## src/rtl/pas_pkg.sv

```systemverilog
package pas_pkg;
  // Register byte offsets (word aligned).
  localparam logic [7:0] PAS_OFS_CTRL = 8'h00;
  localparam logic [7:0] PAS_OFS_SRC = 8'h04;
  localparam logic [7:0] PAS_OFS_LVL = 8'h08;
  localparam logic [7:0] PAS_OFS_IRQ_STAT = 8'h0c;
  localparam logic [7:0] PAS_OFS_IRQ_MASK = 8'h10;
  localparam logic [7:0] PAS_OFS_STATUS = 8'h14;
  // Control register bit positions.
  localparam int PAS_CTRL_EN = 7;
  localparam int PAS_CTRL_STAT = 6;
  localparam int PAS_CTRL_OVR = 5;
  localparam int PAS_CTRL_ARS = 4;
  // Source register bit positions.
  localparam int PAS_SRC_PIN = 7;
  localparam int PAS_SRC_CMP_LO = 1;
  localparam int PAS_SRC_CMP_HI = 4;
  localparam logic [7:0] PAS_SRC_MASK = 8'h9e;
  // Interrupt status bits.
  localparam int PAS_IRQ_SHUT = 0;
  localparam int PAS_IRQ_RESUME = 1;
  localparam int PAS_IRQ_W = 2;
  // Reset values.
  localparam logic [7:0] PAS_CTRL_RST = 8'h00;
  localparam logic [7:0] PAS_SRC_RST = 8'h00;
  localparam logic [7:0] PAS_LVL_RST = 8'h00;
  // Output stage states.
  typedef enum logic [2:0] {
    PAS_RUN = 3'b001,
    PAS_SHUT = 3'b010,
    PAS_WAIT = 3'b100
  } pas_state_e;
endpackage : pas_pkg

```

## src/rtl/pas_sync.sv

```systemverilog
`timescale 1ns/1ps
`default_nettype none
// Two flip-flop synchroniser for a vector of asynchronous levels.
module pas_sync #(
  parameter int W = 5
) (
  input wire logic clk,
  input wire logic rst_n,
  input wire logic [W-1:0] din,
  output logic [W-1:0] dout
);
  logic [W-1:0] meta_q;

  // The first stage is read only by the second stage.
  always_ff @(posedge clk or negedge rst_n) begin
    if (!rst_n) begin
      meta_q <= '0;
      dout <= '0;
    end else begin
      meta_q <= din;
      dout <= meta_q;
    end
  end
endmodule : pas_sync
`default_nettype wire

```

## src/rtl/pas_apb_slave.sv

```systemverilog
`timescale 1ns/1ps
`default_nettype none
// Zero wait state APB slave front end; pready is always high.
module pas_apb_slave (
  input wire logic psel,
  input wire logic penable,
  input wire logic pwrite,
  output logic pready,
  output logic pslverr,
  output logic wrEn,
  output logic rdEn
);
  // Writes take effect in the access phase. Read data is fetched in the setup phase so that
  // the registered read data already stands at the access edge with no wait state.
  assign pready = 1'b1;
  assign pslverr = 1'b0;
  assign wrEn = psel & penable & pwrite;
  assign rdEn = psel & ~penable & ~pwrite;
endmodule : pas_apb_slave
`default_nettype wire

```

## src/rtl/pas_auto_shutdown.sv

```systemverilog
// The implementer's own choices: the APB interface to the registers and the register offsets.
`timescale 1ns/1ps
`default_nettype none
// Notes on behaviour
// Enable bit gates every shutdown feature.
// Software setting status bit forces override.
// Selected high source sets status, interrupt.
// Sources are level sensitive, persist while high.
// Shutdown drives programmed level per pin.
// Override enable forces levels, no interrupt.
// Restart-enable bit selects manual or automatic.
// Manual: sticky until cleared, resume at period.
// Auto: status clears when source drops.
// Auto: resume at next period event.
// Clear ignored while condition still present.
// Source bit 7 selects external input pin.
// Source bits 4..1 select comparators 4..1.
// Request and status share one bit.
module pas_auto_shutdown
  import pas_pkg::*;
#(
  parameter int NPINS = 8
) (
  input wire logic clk,
  input wire logic arst_n,
  input wire logic psel,
  input wire logic penable,
  input wire logic pwrite,
  input wire logic [7:0] paddr,
  input wire logic [31:0] pwdata,
  output logic [31:0] prdata,
  output logic pready,
  output logic pslverr,
  input wire logic externalShutdownInput,
  input wire logic [4:1] comparatorOut,
  input wire logic periodEvent,
  input wire logic [NPINS-1:0] pwmIn,
  output logic [NPINS-1:0] pwmOut,
  output logic overrideActive,
  output logic irq
);
  logic rstSync1_q, rst_n;
  logic [4:0] srcSync;
  logic wrEn, rdEn;
  logic [7:0] ctrl_q, src_q;
  logic [NPINS-1:0] lvl_q;
  logic status_q, status_d;
  logic [PAS_IRQ_W-1:0] irqStat_q, irqMask_q, irqSet;
  pas_state_e state_q, state_d;
  logic enable, condition, swClr, swSet, overrideOn;
  logic [NPINS-1:0] pwmOut_q;

  // Reset is released through two flops so all logic leaves reset together.
  always_ff @(posedge clk or negedge arst_n) begin
    if (!arst_n) begin
      rstSync1_q <= 1'b0;
      rst_n <= 1'b0;
    end else begin
      rstSync1_q <= 1'b1;
      rst_n <= rstSync1_q;
    end
  end

  // Pin and comparator levels are asynchronous to clk.
  pas_sync #(.W(5)) uSync (
    .clk(clk),
    .rst_n(rst_n),
    .din({externalShutdownInput, comparatorOut}),
    .dout(srcSync)
  );

  pas_apb_slave uApb (
    .psel(psel),
    .penable(penable),
    .pwrite(pwrite),
    .pready(pready),
    .pslverr(pslverr),
    .wrEn(wrEn),
    .rdEn(rdEn)
  );

  // Combine the selected hardware sources; level evaluation, never edges.
  assign enable = ctrl_q[PAS_CTRL_EN];
  assign condition = enable & (
    (src_q[PAS_SRC_PIN] & srcSync[4]) |
    (|(src_q[PAS_SRC_CMP_HI:PAS_SRC_CMP_LO] & srcSync[3:0])));

  // Software writes to the control register's status bit.
  assign swSet = wrEn && paddr == PAS_OFS_CTRL && pwdata[PAS_CTRL_STAT];
  assign swClr = wrEn && paddr == PAS_OFS_CTRL && !pwdata[PAS_CTRL_STAT];

  // One status bit, set by software or hardware; a set beats a clear.
  always_comb begin
    status_d = status_q;
    if (!enable) begin
      status_d = 1'b0;
    end else if (condition || swSet) begin
      status_d = 1'b1;
    end else if (swClr) begin
      status_d = 1'b0;
    end else if (ctrl_q[PAS_CTRL_ARS] && state_q == PAS_SHUT && !swSet) begin
      // Auto restart drops the bit once the condition has gone.
      status_d = 1'b0;
    end
  end

  // Auto restart applies only to hardware-caused shutdowns; a software set
  // with no source would otherwise clear itself two cycles later.
  logic hwCause_q;
  always_ff @(posedge clk or negedge rst_n) begin
    if (!rst_n) begin
      hwCause_q <= 1'b0;
    end else if (condition) begin
      hwCause_q <= 1'b1;
    end else if (!status_q) begin
      hwCause_q <= 1'b0;
    end
  end

  always_ff @(posedge clk or negedge rst_n) begin
    if (!rst_n) begin
      status_q <= 1'b0;
    end else if (ctrl_q[PAS_CTRL_ARS] && !hwCause_q && !condition && !swClr && enable) begin
      status_q <= status_q | swSet;
    end else begin
      status_q <= status_d;
    end
  end

  // Output state: shutdown holds until status clears, then waits for period.
  always_comb begin
    state_d = state_q;
    case (state_q)
      PAS_RUN: begin
        if (status_q) state_d = PAS_SHUT;
      end
      PAS_SHUT: begin
        if (!status_q) state_d = PAS_WAIT;
      end
      PAS_WAIT: begin
        if (status_q) state_d = PAS_SHUT;
        else if (periodEvent) state_d = PAS_RUN;
      end
      default: state_d = PAS_RUN;
    endcase
    if (!enable) state_d = PAS_RUN;
  end

  always_ff @(posedge clk or negedge rst_n) begin
    if (!rst_n) begin
      state_q <= PAS_RUN;
    end else begin
      state_q <= state_d;
    end
  end

  // Control, source, level and mask registers.
  always_ff @(posedge clk or negedge rst_n) begin
    if (!rst_n) begin
      ctrl_q <= PAS_CTRL_RST;
      src_q <= PAS_SRC_RST;
      lvl_q <= '0;
      irqMask_q <= '0;
    end else if (wrEn) begin
      if (paddr == PAS_OFS_CTRL) begin
        ctrl_q <= pwdata[7:0];
      end else if (paddr == PAS_OFS_SRC) begin
        src_q <= pwdata[7:0] & PAS_SRC_MASK;
      end else if (paddr == PAS_OFS_LVL) begin
        lvl_q <= pwdata[NPINS-1:0];
      end else if (paddr == PAS_OFS_IRQ_MASK) begin
        irqMask_q <= pwdata[PAS_IRQ_W-1:0];
      end
    end
  end

  // Sticky events: entry to shutdown by status, and resume of normal output.
  assign irqSet[PAS_IRQ_SHUT] = status_d & ~status_q;
  assign irqSet[PAS_IRQ_RESUME] = (state_q != PAS_RUN) && (state_d == PAS_RUN) && enable;

  // Write one to clear; a new event in the same cycle wins.
  always_ff @(posedge clk or negedge rst_n) begin
    if (!rst_n) begin
      irqStat_q <= '0;
    end else if (wrEn && paddr == PAS_OFS_IRQ_STAT) begin
      irqStat_q <= (irqStat_q & ~pwdata[PAS_IRQ_W-1:0]) | irqSet;
    end else begin
      irqStat_q <= irqStat_q | irqSet;
    end
  end

  assign irq = |(irqStat_q & irqMask_q);

  // The override enable forces levels without touching status or interrupt.
  assign overrideOn = enable && (state_q != PAS_RUN || ctrl_q[PAS_CTRL_OVR]);

  // Output pins come from a flop to keep glitches off the power stage.
  always_ff @(posedge clk or negedge rst_n) begin
    if (!rst_n) begin
      pwmOut_q <= '0;
    end else if (overrideOn) begin
      pwmOut_q <= lvl_q;
    end else begin
      pwmOut_q <= pwmIn;
    end
  end

  assign pwmOut = pwmOut_q;
  assign overrideActive = overrideOn;

  // Read mux; unmapped addresses read zero.
  always_ff @(posedge clk or negedge rst_n) begin
    if (!rst_n) begin
      prdata <= '0;
    end else if (rdEn) begin
      if (paddr == PAS_OFS_CTRL) begin
        prdata <= {24'h0, ctrl_q[7], status_q, ctrl_q[5:0]};
      end else if (paddr == PAS_OFS_SRC) begin
        prdata <= {24'h0, src_q};
      end else if (paddr == PAS_OFS_LVL) begin
        prdata <= 32'(lvl_q);
      end else if (paddr == PAS_OFS_IRQ_STAT) begin
        prdata <= 32'(irqStat_q);
      end else if (paddr == PAS_OFS_IRQ_MASK) begin
        prdata <= 32'(irqMask_q);
      end else if (paddr == PAS_OFS_STATUS) begin
        prdata <= {27'h0, srcSync};
      end else begin
        prdata <= '0;
      end
    end
  end
endmodule : pas_auto_shutdown
`default_nettype wire

```

## config.mk

```make
export PLATFORM = sky130hd
export DESIGN_NAME = pas_auto_shutdown
export DESIGN_NICKNAME = d
export VERILOG_FILES = /design/src/rtl/pas_pkg.sv /design/src/rtl/pas_sync.sv /design/src/rtl/pas_apb_slave.sv /design/src/rtl/pas_auto_shutdown.sv
export SDC_FILE = /design/constraint.sdc
export NUM_CORES = 1
export LEC_CHECK = 0
export BUFFER_PORTS_ARGS = -buffer_cell sky130_fd_sc_hd__clkbuf_2
export CORE_ASPECT_RATIO = 0.5
export CORE_MARGIN = 4
export CORE_UTILIZATION = 53
export DETAILED_ROUTE_END_ITERATION = 6
export MAX_ROUTING_LAYER = met4
export PLACE_DENSITY = 0.86
export SLEW_MARGIN = 25
export SYNTH_ARGS = -nofsm -noshare
export SYNTH_HDL_FRONTEND = slang
export SYNTH_SLANG_ARGS = --single-unit
```

## constraint.sdc

```tcl
create_clock -name clk -period 3.8 [get_ports clk]
set_input_delay 0.95 -clock clk [delete_from_list [all_inputs] [get_ports clk]]
set_output_delay 0.95 -clock clk [all_outputs]
set_load 0.1 [all_outputs]
```

-- After elaboration in Yosys (flattened, before gate mapping)
Index checks and enable logic that the tools add are counted.
- reduce and logical (&&, ||, !) cells: 27
- bitwise gates (word level): 21
- equality and inequality tests: 11
- muxes and demuxes: 21
- operators with widths (operator ; count):
    two-way mux 8 bit ; 4
    == test 8 x 4 -> 1 bit (second input constant) ; 2
    == test 8 x 5 -> 1 bit (second input constant) ; 2
    two-way mux 3 bit ; 5
    two-way mux 5 bit ; 3
    logical AND 1 bit ; 13
    case mux 3 bit (3 select lines) ; 1
    == test 8 x 3 -> 1 bit (second input constant) ; 1
    zero test 8 bit ; 1
    bitwise AND 1 bit ; 7
    two-way mux 1 bit ; 7
    == test 3 x 1 -> 1 bit (second input constant) ; 2
    NOT 1 bit ; 6
    zero test 1 bit ; 5
    AND reduction 5 bit ; 1
    bitwise AND 2 bit ; 2
    bitwise AND 4 bit ; 1
    bitwise OR 2 bit ; 2
    AND reduction 4 bit ; 1
    OR reduction 4 bit ; 1
    == test 3 x 2 -> 1 bit (second input constant) ; 1
    == test 3 bit (second input constant) ; 1
    inequality test 3 x 1 -> 1 bit (second input constant) ; 1
    AND reduction 3 bit ; 1
    other kinds (7) ; 9
- logic and storage cells: 94
- output and inout bits: 44
- register bits after elaboration: 82

-- Logic depth before layout (Yosys ltp)
Gate-level depths: netlist of the first run.
- depth in word-level cells: 13
- gate-level depth with buffers: 6
- depth with buffers taken out: 4

-- Hierarchy
From an unflattened synthesis of the first run, not the netlist that was laid out.
- cells, all modules: 219
- area, all modules: 2656.3 um2
- by module, submodules not included (module ; cells each ; times used ; area each (um2)):
    pas_auto_shutdown ; 203 ; 1 ; 2364.8
    pas_sync ; 10 ; 1 ; 250.2
    pas_apb_slave ; 6 ; 1 ; 41.3

-- Least setup slack after synthesis of the first run
Ideal clock, no wire load.
- path type: register to output
- from: register state_q[0]
- to: output overrideActive
- stages on the path, launching flop included: 5
- data arrival time: 1.911 ns
- data required time: 2.850 ns
- buffers on the path: 1
- setup slack: 0.939 ns
- path through: dfstp_2 clkbuf_1 nand2b_1 o31ai_2 inv_1
- longest elaborated chain between the ends: 3
- ends and longest elaborated chain (item ; RTL line ; text):
    from (decl) ; pas_auto_shutdown.sv:49 ; pas_state_e state_q, state_d;
    from (signal assigned) ; pas_auto_shutdown.sv:153 ; state_q <= state_d;
    inequality test 3 x 1 -> 1 bit ; pas_auto_shutdown.sv:195 ; assign overrideOn = enable && (state_q != PAS_RUN || ctrl_q[PAS_CTRL_OVR]);
    logical OR 1 bit ; pas_auto_shutdown.sv:195 ;
    logical AND 1 bit ; pas_auto_shutdown.sv:195 ;
    to (decl) ; pas_auto_shutdown.sv:39 ; output logic overrideActive,
No other way between the ends.

-- Worst setup path after layout of the first run
Same ends and word-level chain as after synthesis.

==> results of run 1 <==
worst paths after layout:
kind,depth (start not counted),end
max,4,overrideActive
min,0,rst_n$_DFF_PN0_
max reg2reg,4,pwmOut[3]$_DFF_PN0_
min reg2reg,0,rst_n$_DFF_PN0_
max in group asynchronous,0,prdata[1]$_DFFE_PN0P_
min in group asynchronous,1,rst_n$_DFF_PN0_
power by group through the flow:
stage                     sequential, mW  combinational, mW  clock [mW]
after floorplan                    0.739              0.169           0
after global placement             0.660              0.269           0
after detailed placement           0.663              0.270           0
after CTS                          0.651              0.271       0.739
after global routing               0.655              0.283       0.769
final                              0.650              0.272       0.726
registers in the layout (all words and copies together), names as in the netlist:
signal / flops
status_q: 1
hwCause_q: 1
prdata: 8
irqMask_q: 2
irqStat_q: 2
rstSync1_q: 1
state_q: 3
uSync.dout: 5
lvl_q: 8
uSync.meta_q: 5
rst_n: 1
pwmOut: 8
ctrl_q: 7
src_q: 5
per-stage QoR:
stage                     std cells  setup WS, ns  instance area [µm²]
final                           360          1.08                 3180
after global routing            360          1.01                 3180
after CTS                       360          1.08                 3180
after detailed placement        344         0.918                 2920
after global placement          344         0.948                 2910
after floorplan                 258         0.939                 2810
per-layer routing:
metal,global-route usage,vias to the layer above
met5,-,-
met4,0.0604,0
met3,0.0668,6
met2,0.331,88
met1,0.260,954
li1,-,886
layout by cell type, fill, tap and decap left out, types with 6 or more instances in the layout:
master,count
clkbuf_8,12
dfrtp_1,55
o21ai_0,6
conb_1,27
nor3_1,6
nand2_1,15
mux2_2,29
nor2_1,16
clkbuf_2,52
Yosys cell counts (2+ instances only):
master     number
mux2_2         29
or3_1           2
clkbuf_1        5
nor2_1         16
nor2b_1         2
buf_2           4
nor3_1          6
inv_1           4
dfrtp_1        56
a221oi_1        2
conb_1          2
nor3b_1         2
and3_1          2
or4_4           2
nand4_1         4
buf_4          26
mux2_1          2
o21ai_0         6
a2bb2oi_1       4
a22oi_1         2
a211oi_1        2
nand3_1         3
nand2_1        15
o2bb2ai_1       4
nand2b_1        2
a21oi_1         3
mux2i_1         4
a22o_1          2
cell families after synthesis:
kind of cell,Yosys count,synth area share
AO/OA/AOI/OAI,33,0.0918
buffers and inverters,41,0.0973
XOR/XNOR,1,0.00323
flip-flops,57,0.526
AND/OR/NAND/NOR,63,0.127
other,2,0.00277
multiplexers,36,0.152
worst register-to-register path, delay by kind of cell, from the launching register on:
| family | cells | cell delay, ns |
|---|---|---|
| buffers and inverters | 1 | 0.27 |
| AND/OR/NAND/NOR | 1 | 0.10 |
| multiplexers | 1 | 0.36 |
| flip-flops | 1 | 0.59 |
| AO/OA/AOI/OAI | 1 | 0.30 |
cell type report:
| cell class | count | area, µm² |
|---|---|---|
| Tap cell | 70 | 87.6 |
| Multi-Input combinational cell | 160 | 1110 |
| Clock buffer | 12 | 165 |
| Clock inverter | 4 | 97.6 |
| Fill cell | 374 | 1750 |
| Inverter | 4 | 15.0 |
| Sequential cell | 57 | 1430 |
| Timing Repair Buffer | 53 | 268 |
==> results.sh, run 1 <==
export IMPL_power_frac_clock=0.441
export IMPL_cts_tree="yes"
export IMPL_finalCritPeriodShare=0.715
export IMPL_hold_slack_ns=0.347
export IMPL_critPathSlowestCell="dfstp_2"
export IMPL_cap_violations=0
export IMPL_cts_sinks=57
export IMPL_area_growth_pct=17.2
export IMPL_dr_wl_met2_um=2780
export IMPL_p_int_mw=1.16
export IMPL_timing_setup_tns_ns=0
export IMPL_yosysTopAreaCell="dfrtp_1"
export IMPL_netlist_top_cells_area="dfrtp_1, mux2_2, buf_4, nor2_1, nand2_1"
export IMPL_rr_startpoint="state_q[0]$_DFF_PN1_"
export IMPL_synth_main_ff_cell="dfrtp_1"
export IMPL_worstSetupEndpointType="primary output"
export IMPL_die_area_mm2=0.00640
export IMPL_drive_above_1_share=0.366
export IMPL_synthArstFlopShare=1.00
export IMPL_fmax_mhz=368
export IMPL_min_period_ns=2.72
export IMPL_clock_skew_final_ns=0.00690
export IMPL_first_pass_iters=5
export IMPL_avgViaCountPerCell=5.37
export IMPL_hpwl_um=4250
export IMPL_tritoncts_num_buffers=9
export IMPL_critPathArrivalTime_ns=1.77
export IMPL_gp_congestion=0.897
export IMPL_grt_usage=0.208
export IMPL_grt_max_degree=56
export IMPL_design_power_total_mw=1.65
export IMPL_portBuffers=52
export IMPL_antenna_found_initial=0
export IMPL_rsz0062_at_grt="false"
export IMPL_setup_viol=0
export IMPL_critical_path_startpoint_type="register"
export IMPL_syn_inst=233
export IMPL_cp_max_fo=7
export IMPL_grt_pass1_vias=1951
export IMPL_ys_seq_elements=57
export IMPL_start_util=0.550
export IMPL_cts_repair_resize_count=0
export IMPL_criticalPathCategory="reg2out"
export IMPL_remaining_drc_errors=0
export IMPL_timing_hold_violations_final=0
export IMPL_antenna_cells=0
export IMPL_switching_share=0.299
export IMPL_startpoint="state_q[0]$_DFF_PN1_"
export IMPL_drt_initial_drc_count=153
export IMPL_crit_path_cell_trace="nand2b_1, o31ai_2, inv_1, clkbuf_2"
export IMPL_htree_levels=3
export IMPL_synth_cell_type_count=48
export IMPL_ant_nets=0
export IMPL_netlist_area_mm2=0.00271
export IMPL_avgSynthCellArea_um2=11.6
export IMPL_p_per_area_mw_per_mm2=519
export IMPL_clk_path_buf_depth=2
export IMPL_postCtsHoldBufs=0
export IMPL_combPwrFrac=0.165
export IMPL_route_met3_wl_um=481
export IMPL_ir_worst_vdd_uv=244
export IMPL_relSlewSlack=0.531
export IMPL_hp_class="reg2reg"
export IMPL_wl_per_cell_um=16.2
export IMPL_clkLatencyLatePin_ns=0.34
export IMPL_yosysSeqAreaShare=0.526
export IMPL_synth_edf_count=0
export IMPL_grt_overflow=0
export IMPL_wl_met1_um=2500
export IMPL_routed_via_count=1934
export IMPL_post_route_util=0.645
export IMPL_dieWidth_um=109
export IMPL_reg2reg_setup_slack_ns=2.07
export IMPL_synth_top_area_frac=0.517
export IMPL_clk_pin_slew_worst_paths_ns=0.06
export IMPL_synth_warnings=0
export IMPL_clock_root_buffer="clkbuf_8"
export IMPL_num_io_pins=103
export IMPL_placeableCoreArea_mm2=0.00493
export IMPL_top_layer="met4"
export IMPL_seqPwrFrac=0.395
export IMPL_die_y_um=58.6
export IMPL_cp_required_ns=2.85
export IMPL_cpPeakStageDelay_ns=0.59
export IMPL_rows=18
export IMPL_grt_pass1_wl_um=9560
export IMPL_cts_setup_buffers=0
export IMPL_crit_family="flip-flops"
export IMPL_final_nets=344
export IMPL_path_buf_inv=2
export IMPL_worst_hold_startpoint="rstSync1_q$_DFF_PN0_"
export IMPL_routed_wl_um=5820
export IMPL_power_switching_mw=0.492
export IMPL_worst_pin_slew_ns=0.704
export IMPL_outcome="finished, final reports clean"
export IMPL_maxSlewViolCount=0
export IMPL_cellLeakagePower_nw=1.56
No activity file was read; power rests on OpenSTA's default activity.
==> run 2, diff against run 1 <==
--- a/config.mk
+++ b/config.mk
@@ -8,10 +8,10 @@
 export BUFFER_PORTS_ARGS = -buffer_cell sky130_fd_sc_hd__clkbuf_2
 export CORE_ASPECT_RATIO = 0.5
 export CORE_MARGIN = 4
-export CORE_UTILIZATION = 53
+export CORE_UTILIZATION = 44
 export DETAILED_ROUTE_END_ITERATION = 6
 export MAX_ROUTING_LAYER = met4
-export PLACE_DENSITY = 0.86
+export PLACE_DENSITY = 0.77
 export SLEW_MARGIN = 25
 export SYNTH_ARGS = -nofsm -noshare
 export SYNTH_HDL_FRONTEND = slang
==> constraint.sdc (replaced) <==
create_clock -name clk -period 2.3 [get_ports clk]
set_input_delay 0.575 -clock clk [delete_from_list [all_inputs] [get_ports clk]]
set_output_delay 0.575 -clock clk [all_outputs]
set_load 0.1 [all_outputs]
==> results.sh, run 2 (synthesis results as in run 1) <==
export IMPL_min_period_ns=2.24
export IMPL_tritoncts_num_buffers=9
export IMPL_remaining_drc_errors=0
export IMPL_cts_setup_buffers=0
export IMPL_clock_skew_final_ns=0.00402
export IMPL_first_pass_iters=4
export IMPL_grt_max_degree=36
export IMPL_postCtsHoldBufs=0
export IMPL_maxSlewViolCount=0
export IMPL_drive_above_1_share=0.404
export IMPL_hpwl_um=4860
export IMPL_clock_root_buffer="clkbuf_16"
export IMPL_relSlewSlack=0.634
export IMPL_p_int_mw=2.00
export IMPL_ir_worst_vdd_uv=327
export IMPL_outcome="finished, final reports clean"
export IMPL_ant_nets=0
export IMPL_grt_usage=0.187
export IMPL_wl_per_cell_um=16.5
export IMPL_power_switching_mw=0.842
export IMPL_rsz0062_at_grt="false"
export IMPL_reg2reg_setup_slack_ns=0.59
export IMPL_gp_congestion=0.846
export IMPL_routed_via_count=1996
export IMPL_grt_pass1_vias=2101
export IMPL_setup_viol=0
export IMPL_finalCritPeriodShare=0.974
export IMPL_dieWidth_um=119
export IMPL_final_design_area_no_fill_mm2=0.00341
export IMPL_r2r_end="pwmOut[5]$_DFF_PN0_"
export IMPL_seqPwrFrac=0.375
export IMPL_rr_startpoint="state_q[0]$_DFF_PN1_"
export IMPL_hp_class="in2async"
export IMPL_routed_wl_um=6460
export IMPL_mostFrequentLayoutCells="dfrtp_1, clkbuf_2, mux2_2"
export IMPL_final_nets=362
export IMPL_cts_tree="yes"
export IMPL_cts_repair_resize_count=0
export IMPL_power_frac_clock=0.457
export IMPL_timing_hold_violations_final=0
export IMPL_grt_overflow=0
export IMPL_grt_pass1_wl_um=10800
export IMPL_critPathArrivalTime_ns=1.66
export IMPL_cp_max_fo=7
export IMPL_final_common_cell="dfrtp_1"
export IMPL_switching_share=0.296
export IMPL_antenna_cells=0
export IMPL_criticalPathCategory="reg2out"
export IMPL_portBuffers=52
export IMPL_rows=19
export IMPL_worst_pin_slew_ns=0.551
export IMPL_clkLatencyLatePin_ns=0.31
export IMPL_combPwrFrac=0.168
export IMPL_placeableCoreArea_mm2=0.00573
export IMPL_setup_slack_ns=0.0602
export IMPL_fmax_mhz=446
export IMPL_ff2ff_path_depth=4
export IMPL_num_io_pins=103
export IMPL_cts_sinks=57
export IMPL_drt_initial_drc_count=111
export IMPL_start_util=0.473
export IMPL_pre_cts_slack_ns=-0.0254
export IMPL_antenna_found_initial=0
export IMPL_dpl_instance_area_mm2=0.00311
export IMPL_clk_pin_slew_worst_paths_ns=0.05
export IMPL_cap_violations=0
export IMPL_clk_path_buf_depth=2
export IMPL_cellLeakagePower_nw=1.66
export IMPL_cp_required_ns=1.73
export IMPL_htree_levels=3
export IMPL_die_area_mm2=0.00756
export IMPL_area_growth_pct=25.7
export IMPL_critical_path_startpoint_type="register"
export IMPL_avgViaCountPerCell=5.10
export IMPL_p_per_area_mw_per_mm2=834
export IMPL_worstSetupEndpointType="primary output"
export IMPL_die_y_um=63.5
[run 2: cell types whose count changed in the layout (fill, tap and decap cells not counted), moves of 2 or more]
cell       previous run  this run
clkinv_2              0         2
buf_4                 1        18
buf_12                0         2
bufinv_16             3         1
clkbuf_8             12         2
clkbuf_16             0         9
[run 2: power groups by stage]
stage,sequential (mW),combinational (mW),clock [mW]
after floorplan,1.22,0.280,0
after global placement,1.08,0.473,0
after detailed placement,1.08,0.478,0
after CTS,1.07,0.479,1.32
after global routing,1.07,0.499,1.37
final,1.07,0.479,1.30
[run 2: layer usage]
metal	GRT usage	vias up	wire length (µm)
met5	-	-	0
met4	0.0592	0	54
met3	0.0447	5	518
met2	0.301	86	3170
met1	0.236	980	2710
li1	-	925	-
[run 2: worst max-delay path, cell delays in order, from the launching register on]
cell and delay (ns):
dfstp_2 0.62, nand2b_4 0.08, o31ai_4 0.28, clkinvlp_4 0.18, buf_12 0.19
[run 2: how the worst max path moves through the flow]
stage                          from                        to  slack [ns]  cells after the start
3_5_place_dp               paddr[5]  irqMask_q[0]$_DFFE_PN0P_       -0.03                      5
2_1_floorplan  state_q[0]$_DFF_PN1_            overrideActive        0.02                      4
6_report       state_q[0]$_DFF_PN1_            overrideActive        0.06                      4
3_3_place_gp               paddr[5]  irqMask_q[0]$_DFFE_PN0P_      -0.005                      5
4_1_cts        state_q[0]$_DFF_PN1_            overrideActive        0.06                      4
5_1_grt        state_q[0]$_DFF_PN1_            overrideActive        0.01                      4
[run 2: area by class of cell]
cell class	instances	area [µm²]
well taps	84	105
fillers	472	2320
flip-flops and latches	57	1430
multi-input cells	160	1130
clock inverters	3	40.0
repair buffers	71	430
clock buffers	12	256
inverters	4	18.8
[run 2: per-stage QoR]
stage	power (mW)	utilization	TNS, ns	instances	hold slack [ns]
after floorplan	1.50	-	0	258	0.279
after CTS	2.87	0.595	0	391	0.0235
final	2.85	0.595	0	391	0.0319
after global placement	1.55	0.544	-0.00541	376	0.229
after global routing	2.95	0.595	0	391	0.0267
after detailed placement	1.56	0.544	-0.0471	376	0.235
